--- config.mk ---
export PLATFORM = sky130hd
export DESIGN_NAME = ace5_ext_master
export DESIGN_NICKNAME = d
export VERILOG_FILES = /design/src/rtl/ace5x_pkg.sv /design/src/rtl/ace5_ext_master.sv
export SDC_FILE = /design/constraint.sdc
export NUM_CORES = 1
export LEC_CHECK = 0
export BUFFER_PORTS_ARGS = -buffer_cell sky130_fd_sc_hd__buf_2
export CORE_MARGIN = 2
export CORE_UTILIZATION = 47
export DETAILED_ROUTE_END_ITERATION = 8
export PLACE_DENSITY = 0.71
export SYNTH_ARGS = -nofsm -noshare
export SYNTH_HDL_FRONTEND = slang
export SYNTH_SLANG_ARGS = --single-unit
export TNS_END_PERCENT = 10
--- constraint.sdc ---
create_clock -name core_clk -period 6.9 [get_ports core_clk]
set_clock_uncertainty 0.2 [all_clocks]
set_input_delay 0.345 -clock core_clk [delete_from_list [all_inputs] [get_ports core_clk]]
set_output_delay 0.345 -clock core_clk [all_outputs]
set_load 0.01 [all_outputs]
--- src/rtl/ace5x_pkg.sv ---
/*
 * Shared constants for the extension-signal master end.
 * Assumes the master and the interconnect share one clock and one reset.
 */
package ace5x_pkg;
	// ==========================================================
	// Widths
	localparam int BYTE_W       = 8;  // Bits per data byte
	localparam int RESP_W       = 2;  // Response code width
	localparam int DATA_W_DEF   = 64; // Default data width
	localparam int ADDR_W_DEF   = 32; // Default address width
	localparam int LOOP_W_DEF   = 4;  // Default loopback width
	localparam int TAG_W_DEF    = 8;  // Default user tag width
	localparam int SID_W_DEF    = 8;  // Default stream id width
	localparam int SSID_W_DEF   = 8;  // Default substream id width
	localparam int NSAID_W_DEF  = 4;  // Default access id width
	localparam int VMID_W_DEF   = 4;  // Default VMID extension width
	localparam int POISON_G_DEF = 64; // Data bits per poison bit
	// ==========================================================
	// Values after reset
	localparam logic RST_VALID = 1'b0; // Channels idle after reset
	localparam logic RST_BUSY  = 1'b0; // Loop table empty after reset
endpackage : ace5x_pkg

--- src/rtl/ace5_ext_master.sv ---
/*
 * Master end of the optional extension signals on the write data, write
 * response, read address and read data channels, plus the write address
 * loopback that the response channels echo.
 * Assumes: the interconnect runs on core_clk, answers every request, and
 * keeps its side of the loopback echo. Responses are never stalled.
 */
`timescale 1ns/1ns
// Operation
// - Read data loop echoes read address loop
// - Substream id meaningful only when valid
// - Check codes travel with write/read data
// - Poison marks travel with write/read data
// - Trace tags on data, read address, responses
// - Master supplies read VMID extension
// - Master marks read stream Secure/Non-secure
// - Master supplies read main stream id
// - Master flags already-translated reads
// - Master attaches non-secure access id
// - Master drives loop value with write address
module ace5_ext_master #(
	parameter bit LOOP_EN   = 1'b1,                   // Loopback property
	parameter bit CHK_EN    = 1'b1,                   // Check-type property
	parameter bit POISON_EN = 1'b1,                   // Poison property
	parameter bit TRACE_EN  = 1'b1,                   // Trace property
	parameter bit DVM_EN    = 1'b1,                   // VMID extension property
	parameter bit UT_EN     = 1'b1,                   // Untranslated property
	parameter bit NSAID_EN  = 1'b1,                   // Access id property
	parameter int DATA_W    = ace5x_pkg::DATA_W_DEF,  // Data width
	parameter int ADDR_W    = ace5x_pkg::ADDR_W_DEF,  // Address width
	parameter int LOOP_W    = ace5x_pkg::LOOP_W_DEF,  // Loop index width
	parameter int TAG_W     = ace5x_pkg::TAG_W_DEF,   // User tag width
	parameter int SID_W     = ace5x_pkg::SID_W_DEF,   // Stream id width
	parameter int SSID_W    = ace5x_pkg::SSID_W_DEF,  // Substream id width
	parameter int NSAID_W   = ace5x_pkg::NSAID_W_DEF, // Access id width
	parameter int VMID_W    = ace5x_pkg::VMID_W_DEF,  // VMID ext width
	parameter int POISON_W  = (DATA_W + ace5x_pkg::POISON_G_DEF - 1) / ace5x_pkg::POISON_G_DEF
) (
	input  wire logic                           core_clk,
	input  wire logic                           rst_n,
	// User side: write address
	input  wire logic                           u_aw_valid,
	output logic                                u_aw_ready,
	input  wire logic [ADDR_W-1:0]              u_aw_addr,
	input  wire logic [TAG_W-1:0]               u_aw_tag,
	// User side: write data
	input  wire logic                           u_w_valid,
	output logic                                u_w_ready,
	input  wire logic [DATA_W-1:0]              u_w_data,
	input  wire logic                           u_w_last,
	input  wire logic [POISON_W-1:0]            u_w_poison,
	input  wire logic                           u_w_trace,
	// User side: write response
	output logic                                u_b_valid,
	output logic [ace5x_pkg::RESP_W-1:0]        u_b_resp,
	output logic [TAG_W-1:0]                    u_b_tag,
	output logic                                u_b_trace,
	output logic                                u_b_loop_err,
	// User side: read address
	input  wire logic                           u_ar_valid,
	output logic                                u_ar_ready,
	input  wire logic [ADDR_W-1:0]              u_ar_addr,
	input  wire logic [TAG_W-1:0]               u_ar_tag,
	input  wire logic                           u_ar_trace,
	input  wire logic [VMID_W-1:0]              u_ar_vmidext,
	input  wire logic                           u_ar_secure,
	input  wire logic [SID_W-1:0]               u_ar_sid,
	input  wire logic                           u_ar_ssid_valid,
	input  wire logic [SSID_W-1:0]              u_ar_ssid,
	input  wire logic                           u_ar_translated,
	input  wire logic [NSAID_W-1:0]             u_ar_nsaid,
	// User side: read data
	output logic                                u_r_valid,
	output logic [DATA_W-1:0]                   u_r_data,
	output logic                                u_r_last,
	output logic [TAG_W-1:0]                    u_r_tag,
	output logic [POISON_W-1:0]                 u_r_poison,
	output logic                                u_r_trace,
	output logic                                u_r_chk_err,
	output logic                                u_r_loop_err,
	// Link: write address
	output logic                                awvalid,
	input  wire logic                           awready,
	output logic [ADDR_W-1:0]                   awaddr,
	output logic [LOOP_W-1:0]                   awloop,
	// Link: write data
	output logic                                wvalid,
	input  wire logic                           wready,
	output logic [DATA_W-1:0]                   wdata,
	output logic                                wlast,
	output logic [DATA_W/ace5x_pkg::BYTE_W-1:0] wdatachk,
	output logic [POISON_W-1:0]                 wpoison,
	output logic                                wtrace,
	// Link: write response
	input  wire logic                           bvalid,
	output logic                                bready,
	input  wire logic [ace5x_pkg::RESP_W-1:0]   bresp,
	input  wire logic                           btrace,
	input  wire logic [LOOP_W-1:0]              bloop,
	// Link: read address
	output logic                                arvalid,
	input  wire logic                           arready,
	output logic [ADDR_W-1:0]                   araddr,
	output logic [VMID_W-1:0]                   arvmidext,
	output logic                                artrace,
	output logic [LOOP_W-1:0]                   arloop,
	output logic                                ar_stream_secure,
	output logic [SID_W-1:0]                    ar_stream_id,
	output logic                                ar_substream_valid,
	output logic [SSID_W-1:0]                   ar_substream_id,
	output logic                                ar_translated,
	output logic [NSAID_W-1:0]                  ar_nsaid,
	// Link: read data
	input  wire logic                           rvalid,
	output logic                                rready,
	input  wire logic [DATA_W-1:0]              rdata,
	input  wire logic                           rlast,
	input  wire logic [DATA_W/ace5x_pkg::BYTE_W-1:0] rdatachk,
	input  wire logic [POISON_W-1:0]            rpoison,
	input  wire logic                           rtrace,
	input  wire logic [LOOP_W-1:0]              rloop
);
	import ace5x_pkg::*;

	localparam int DEPTH = 1 << LOOP_W; // Entries in each loop table
	localparam int NBYTE = DATA_W / BYTE_W; // Check bits per beat

	// ==========================================================
	// Helpers
	// Odd parity per byte; used to generate and to check codes
	function automatic logic [NBYTE-1:0] byte_parity(input logic [DATA_W-1:0] d);
		logic [NBYTE-1:0] p;
		p = '0;
		for (int i = 0; i < NBYTE; i++) begin
			p[i] = ~^d[i*BYTE_W +: BYTE_W];
		end
		return p;
	endfunction

	// Lowest free table entry; zero when the table is full
	function automatic logic [LOOP_W-1:0] first_free(input logic [DEPTH-1:0] busy);
		logic [LOOP_W-1:0] idx;
		idx = '0;
		for (int i = DEPTH - 1; i >= 0; i--) begin
			if (!busy[i]) begin
				idx = LOOP_W'(i);
			end
		end
		return idx;
	endfunction

	// ==========================================================
	// Loop tables
	logic [DEPTH-1:0] w_busy, next_w_busy;   // Write entries in flight
	logic [DEPTH-1:0] r_busy, next_r_busy;   // Read entries in flight
	logic [TAG_W-1:0] w_tab [DEPTH];         // Write user tags by loop index
	logic [TAG_W-1:0] r_tab [DEPTH];         // Read user tags by loop index
	logic [TAG_W-1:0] next_w_tab [DEPTH];
	logic [TAG_W-1:0] next_r_tab [DEPTH];
	logic [LOOP_W-1:0] w_free, r_free;       // Next index to hand out
	logic              w_room, r_room;       // Table has a spare entry
	logic              aw_take, w_take, ar_take; // User handshakes
	logic              b_hit, r_hit;         // Echoed index was in flight

	assign w_free  = first_free(w_busy);
	assign r_free  = first_free(r_busy);
	assign w_room  = !LOOP_EN || !(&w_busy);
	assign r_room  = !LOOP_EN || !(&r_busy);
	assign b_hit   = w_busy[bloop];
	assign r_hit   = r_busy[rloop];

	// Responses are always taken; user outputs are plain pulses
	assign bready = 1'b1;
	assign rready = 1'b1;

	// Issue stages accept when empty or draining; a full table stalls
	assign u_aw_ready = (!awvalid || awready) && w_room;
	assign u_w_ready  = !wvalid || wready;
	assign u_ar_ready = (!arvalid || arready) && r_room;
	assign aw_take    = u_aw_valid && u_aw_ready;
	assign w_take     = u_w_valid && u_w_ready;
	assign ar_take    = u_ar_valid && u_ar_ready;

	// ==========================================================
	// Issue group: next values
	logic                next_awvalid, next_wvalid, next_arvalid;
	logic [ADDR_W-1:0]   next_awaddr, next_araddr;
	logic [LOOP_W-1:0]   next_awloop, next_arloop;
	logic [DATA_W-1:0]   next_wdata;
	logic                next_wlast, next_wtrace, next_artrace;
	logic [NBYTE-1:0]    next_wdatachk;
	logic [POISON_W-1:0] next_wpoison;
	logic [VMID_W-1:0]   next_arvmidext;
	logic                next_ar_stream_secure, next_ar_substream_valid, next_ar_translated;
	logic [SID_W-1:0]    next_ar_stream_id;
	logic [SSID_W-1:0]   next_ar_substream_id;
	logic [NSAID_W-1:0]  next_ar_nsaid;

	// Payload loads only on a user handshake, so it holds while stalled
	always_comb begin
		next_awvalid = awvalid && !awready;
		next_awaddr  = awaddr;
		next_awloop  = awloop;
		if (aw_take) begin
			next_awvalid = 1'b1;
			next_awaddr  = u_aw_addr;
			next_awloop  = LOOP_EN ? w_free : '0;
		end
		next_wvalid   = wvalid && !wready;
		next_wdata    = wdata;
		next_wlast    = wlast;
		next_wdatachk = wdatachk;
		next_wpoison  = wpoison;
		next_wtrace   = wtrace;
		if (w_take) begin
			next_wvalid   = 1'b1;
			next_wdata    = u_w_data;
			next_wlast    = u_w_last;
			next_wdatachk = CHK_EN ? byte_parity(u_w_data) : '0;
			next_wpoison  = POISON_EN ? u_w_poison : '0;
			next_wtrace   = TRACE_EN && u_w_trace;
		end
		next_arvalid            = arvalid && !arready;
		next_araddr             = araddr;
		next_arloop             = arloop;
		next_artrace            = artrace;
		next_arvmidext          = arvmidext;
		next_ar_stream_secure   = ar_stream_secure;
		next_ar_stream_id       = ar_stream_id;
		next_ar_substream_valid = ar_substream_valid;
		next_ar_substream_id    = ar_substream_id;
		next_ar_translated      = ar_translated;
		next_ar_nsaid           = ar_nsaid;
		if (ar_take) begin
			next_arvalid            = 1'b1;
			next_araddr             = u_ar_addr;
			next_arloop             = LOOP_EN ? r_free : '0;
			next_artrace            = TRACE_EN && u_ar_trace;
			next_arvmidext          = DVM_EN ? u_ar_vmidext : '0;
			next_ar_stream_secure   = UT_EN && u_ar_secure;
			next_ar_stream_id       = UT_EN ? u_ar_sid : '0;
			next_ar_substream_valid = UT_EN && u_ar_ssid_valid;
			// Id forced to zero when unqualified so nothing stale leaks out
			next_ar_substream_id    = (UT_EN && u_ar_ssid_valid) ? u_ar_ssid : '0;
			next_ar_translated      = UT_EN && u_ar_translated;
			next_ar_nsaid           = NSAID_EN ? u_ar_nsaid : '0;
		end
	end

	// Issue group: registers
	always_ff @(posedge core_clk or negedge rst_n) begin
		if (!rst_n) begin
			awvalid            <= RST_VALID;
			awaddr             <= '0;
			awloop             <= '0;
			wvalid             <= RST_VALID;
			wdata              <= '0;
			wlast              <= 1'b0;
			wdatachk           <= '0;
			wpoison            <= '0;
			wtrace             <= 1'b0;
			arvalid            <= RST_VALID;
			araddr             <= '0;
			arloop             <= '0;
			artrace            <= 1'b0;
			arvmidext          <= '0;
			ar_stream_secure   <= 1'b0;
			ar_stream_id       <= '0;
			ar_substream_valid <= 1'b0;
			ar_substream_id    <= '0;
			ar_translated      <= 1'b0;
			ar_nsaid           <= '0;
		end else begin
			awvalid            <= next_awvalid;
			awaddr             <= next_awaddr;
			awloop             <= next_awloop;
			wvalid             <= next_wvalid;
			wdata              <= next_wdata;
			wlast              <= next_wlast;
			wdatachk           <= next_wdatachk;
			wpoison            <= next_wpoison;
			wtrace             <= next_wtrace;
			arvalid            <= next_arvalid;
			araddr             <= next_araddr;
			arloop             <= next_arloop;
			artrace            <= next_artrace;
			arvmidext          <= next_arvmidext;
			ar_stream_secure   <= next_ar_stream_secure;
			ar_stream_id       <= next_ar_stream_id;
			ar_substream_valid <= next_ar_substream_valid;
			ar_substream_id    <= next_ar_substream_id;
			ar_translated      <= next_ar_translated;
			ar_nsaid           <= next_ar_nsaid;
		end
	end

	// ==========================================================
	// Response group: next values
	logic                next_u_b_valid, next_u_b_trace, next_u_b_loop_err;
	logic [RESP_W-1:0]   next_u_b_resp;
	logic [TAG_W-1:0]    next_u_b_tag, next_u_r_tag;
	logic                next_u_r_valid, next_u_r_last, next_u_r_trace;
	logic                next_u_r_chk_err, next_u_r_loop_err;
	logic [DATA_W-1:0]   next_u_r_data;
	logic [POISON_W-1:0] next_u_r_poison;

	// Release is applied before allocation, so a same-cycle set wins
	always_comb begin
		next_w_busy = w_busy;
		next_r_busy = r_busy;
		next_w_tab  = w_tab;
		next_r_tab  = r_tab;
		if (LOOP_EN && bvalid) begin
			next_w_busy[bloop] = 1'b0;
		end
		if (LOOP_EN && rvalid && rlast) begin
			next_r_busy[rloop] = 1'b0;
		end
		if (LOOP_EN && aw_take) begin
			next_w_busy[w_free] = 1'b1;
			next_w_tab[w_free]  = u_aw_tag;
		end
		if (LOOP_EN && ar_take) begin
			next_r_busy[r_free] = 1'b1;
			next_r_tab[r_free]  = u_ar_tag;
		end
		// An echo of an index not in flight is reported, not trusted
		next_u_b_valid    = bvalid;
		next_u_b_resp     = bresp;
		next_u_b_tag      = LOOP_EN ? w_tab[bloop] : '0;
		next_u_b_trace    = TRACE_EN && btrace;
		next_u_b_loop_err = LOOP_EN && bvalid && !b_hit;
		next_u_r_valid    = rvalid;
		next_u_r_data     = rdata;
		next_u_r_last     = rlast;
		next_u_r_tag      = LOOP_EN ? r_tab[rloop] : '0;
		next_u_r_poison   = POISON_EN ? rpoison : '0;
		next_u_r_trace    = TRACE_EN && rtrace;
		next_u_r_chk_err  = CHK_EN && rvalid && (rdatachk != byte_parity(rdata));
		next_u_r_loop_err = LOOP_EN && rvalid && !r_hit;
	end

	// Response group: registers
	always_ff @(posedge core_clk or negedge rst_n) begin
		if (!rst_n) begin
			w_busy       <= {DEPTH{RST_BUSY}};
			r_busy       <= {DEPTH{RST_BUSY}};
			w_tab        <= '{default: '0};
			r_tab        <= '{default: '0};
			u_b_valid    <= RST_VALID;
			u_b_resp     <= '0;
			u_b_tag      <= '0;
			u_b_trace    <= 1'b0;
			u_b_loop_err <= 1'b0;
			u_r_valid    <= RST_VALID;
			u_r_data     <= '0;
			u_r_last     <= 1'b0;
			u_r_tag      <= '0;
			u_r_poison   <= '0;
			u_r_trace    <= 1'b0;
			u_r_chk_err  <= 1'b0;
			u_r_loop_err <= 1'b0;
		end else begin
			w_busy       <= next_w_busy;
			r_busy       <= next_r_busy;
			w_tab        <= next_w_tab;
			r_tab        <= next_r_tab;
			u_b_valid    <= next_u_b_valid;
			u_b_resp     <= next_u_b_resp;
			u_b_tag      <= next_u_b_tag;
			u_b_trace    <= next_u_b_trace;
			u_b_loop_err <= next_u_b_loop_err;
			u_r_valid    <= next_u_r_valid;
			u_r_data     <= next_u_r_data;
			u_r_last     <= next_u_r_last;
			u_r_tag      <= next_u_r_tag;
			u_r_poison   <= next_u_r_poison;
			u_r_trace    <= next_u_r_trace;
			u_r_chk_err  <= next_u_r_chk_err;
			u_r_loop_err <= next_u_r_loop_err;
		end
	end

	logic b_lost, r_lost; // Echo of an index not in flight
	assign b_lost = LOOP_EN && bvalid && !b_hit;
	assign r_lost = LOOP_EN && rvalid && !r_hit;
endmodule // ace5_ext_master

==> key figures <==
Status
  • Status: finished, final reports clean

Worst setup path
  • R2R depth: 9
  • CP Class: reg -> reg
  • Critical Path AT: 3.37 ns
  • FF-to-FF setup slack: 3.81 ns
  • Cells along the critical path: nand2_2, nor2_1, nand2_1, nor3_1, nor2_4, buf_4, nand3_1, dlygate4sd3_1, nand2_1
  • Most used cell, CP: nand2_1
  • Worst r2r dst: ar_substream_id[0]
  • Reg2reg start: r_busy[0]
  • CP required: 7.18 ns
  • CP max FO: 48
  • Type of origin of the critical path: flip-flop
  • CP peak stage delay: 0.58 ns
  • Delay-heaviest family, CP: simple AND/OR/NAND/NOR gates
  • Crit end category: flip-flop
  • Slowest cell on the critical path: dlygate4sd3_1
  • Worst Path Buf+Inv: 2

Clocking
  • Setup bufs post-CTS: 0
  • Clock Path Buffers: 3
  • H-tree Lvls: 2
  • Cts repair resizes: 0
  • Sink Count: 557
  • CTS tree: done
  • Clock Tree Root: clkbuf_16
  • Reg clk slew, reported paths: 0.06 ns
  • Clock Latency Late Sink: 0.62 ns
  • CTS Buf Count: 56
  • Cts hold-fix bufs: 261

Die
  • CORE AREA: 49900 um2
  • Row cnt: 82
  • Die Area: 52000 um2
  • Initial core utilization: 47.3%
  • Die Width: 228 um
  • Die Y: 228 um
  • I/O pin total: 545

Finish
  • Commonest cells after routing, fill and taps aside: 557 x dfrtp_1, 541 x buf_2, 355 x mux2_2
  • Final net count: 2703
  • Final core occ: 63.3%
  • Leading cell type in the layout, fill and taps excluded: dfrtp_1
  • Area Growth Syn to Fin: 33.7%
  • Share of cells above drive strength 1: 45.4%

Detailed routing
  • 1st-iter DRT viols: 1006
  • Total wire length: 67100 um
  • DRC viols: 0
  • 1st-pass router iterations: 5
  • Routed length per instance: 21.3 um
  • Vias/cell: 5.35
  • Vias: 16.9k
  • Antenna viol nets, final: 0

Placement
  • Final RePlAce weighted congestion: 0.923
  • Post-DP HPWL: 42000 um
  • Port bufs: 542

Synthesis
  • Async S/R FF share, synth: 100%
  • Synth Register Bits: 557
  • Mapped Cells: 1644
  • Netlist cell types: 52
  • Post-Synthesis Cell Area: 23600 um2
  • Post-synth EDFFs: 0
  • Ys Warns: 0
  • Synthesized area per cell: 14.4 um2
  • Seq/Total Area, Yosys: 59.1%
  • Ys flop type: dfrtp_1
  • Dominant cell type by area after synthesis: dfrtp_1
  • Ranking of synthesized cells by area: dfrtp_1 59%, mux2_2 17%, mux4_2 8.6%, xnor2_1 3.9%, nand2_1 3.7%
  • Top-area cell type share of the netlist area: 59.1%

Hold path
  • Hold_sp: u_aw_tag[7]
  • Hold Path Cell Cnt: 2
  • Endpoint, Worst Hold: w_tab[15]
  • Worst min path class: in -> reg

STA
  • Min Tclk post-route: 3.09 ns
  • Max frequency: 324 MHz
  • Setup TNS: 0 ns
  • Slew Limit Fails: 0
  • Worst slew pin tran: 1.32 ns
  • Final Hold Fails: 0
  • Post-route clock period utilization: 44.7%
  • Slew headroom: 11.9%
  • RSZ-0062 raised after global routing: false
  • Setup violations, final: 0

Global routing
  • GR peak layer: met2
  • Global-route wire length before repair: 106000 um
  • Total GRT Usage: 25.9%
  • GR Overflow Total: 0
  • M1 GR Usage: 32.2%
  • Largest net degree at the start of global routing: 164
  • Met2 usage: 44.7%
  • Initial antenna violation count: 6
  • Vias in the first global route: 18.3k
  • GR Util met3: 4.79%

Pwr
  • PD cells: 320 nW/um2
  • Max VDD drop: 0.221 mV
  • Leakage: 14.9 nW
  • Pwr Total: 10.1 mW

Flow run
  • Max cap viols: 0
cell families (layout without fill, tap and decap cells):
family / count (synthesis) / in the layout / share of synthesized area [%]
DFF: 557 / 557 / 59.1
muxes: 445 / 445 / 25.5
and+or+nand+nor: 346 / 346 / 7.15
xor gates and xnor gates: 120 / 120 / 4.45
buffers and inverters: 94 / 926 / 1.69
AOI/OAI and AO/OA: 81 / 81 / 2.08
other: 1 / 8 / 0.0159
registers in the layout, indices dropped and copies added, names as in the netlist, 8 cells and up:
name	count
u_b_tag	8
wdatachk	8
ar_substream_id	8
wdata	64
r_busy	16
r_tab	128
u_r_data	64
awaddr	32
araddr	32
ar_stream_id	8
w_tab	128
u_r_tag	8
w_busy	16
per-stage QoR:
stage | cell area, um2 | setup slack, ns | instances | hold WS, ns
2_1_floorplan | 23600 | 4.41 | 1645 | -0.151
3_3_place_gp | 26900 | 4.13 | 2785 | 0.209
3_5_place_dp | 26900 | 4.06 | 2785 | 0.220
4_1_cts | 31500 | 3.91 | 3149 | 0.0105
5_1_grt | 31500 | 3.62 | 3154 | 0.0392
6_report | 31600 | 3.81 | 3155 | 0.0436
layout make-up:
class / instances / area (um2)
Clock buffer: 77 / 1600
Multi-Input combinational cell: 994 / 9280
Clock inverter: 26 / 398
Timing Repair Buffer: 814 / 5440
Antenna cell: 6 / 15.0
Sequential cell: 557 / 13900
Inverter: 9 / 33.8
Fill cell: 3595 / 18300
Tap cell: 672 / 841
how the worst max path moves through the flow:
stage / from / to / depth (start not counted)
after floorplan: rloop[0] / u_r_tag[0] / 5
after global placement: r_busy[12] / r_tab[93] / 6
after detailed placement: r_busy[0] / araddr[26] / 8
after CTS: r_busy[0] / ar_substream_id[5] / 9
after global routing: r_busy[0] / ar_substream_id[0] / 9
final: r_busy[0] / ar_substream_id[0] / 9
worst reg2reg max path, stage by stage (launching register included):
cell and delay, ns:
dfrtp_1 0.51, nand2_2 0.16, nor2_1 0.21, nand2_1 0.12
nor3_1 0.37, nor2_4 0.20, buf_4 0.34, nand3_1 0.18
dlygate4sd3_1 0.58, nand2_1 0.09
synth_stat cells (all sizes together), types with 5 or more instances:
library cell and count:
nor2b 5, nand2b 19, nor2 15, nand2 233, inv 9, o21ai 50, xor2 16, mux2 355
nand4 9, clkbuf 54, and2 8, a21oi 7, nor3 13, buf 31, xnor2 104, nand3 17
dfrtp 557, mux4 90, nor4 5
power breakdown:
| part | internal (mW) | switching (mW) |
|---|---|---|
| clock network | 1.96 | 1.29 |
| logic | 1.26 | 1.14 |
| registers | 4.00 | 0.422 |
| total | 7.22 | 2.86 |
per-layer routing:
layer  wire, um  share of wire [%]
met1      26400                 39
met4       2690                4.0
met3       3890                5.8
met5          0                  0
met2      34100                 51
Note: power is estimated with default switching activity, not from simulation.
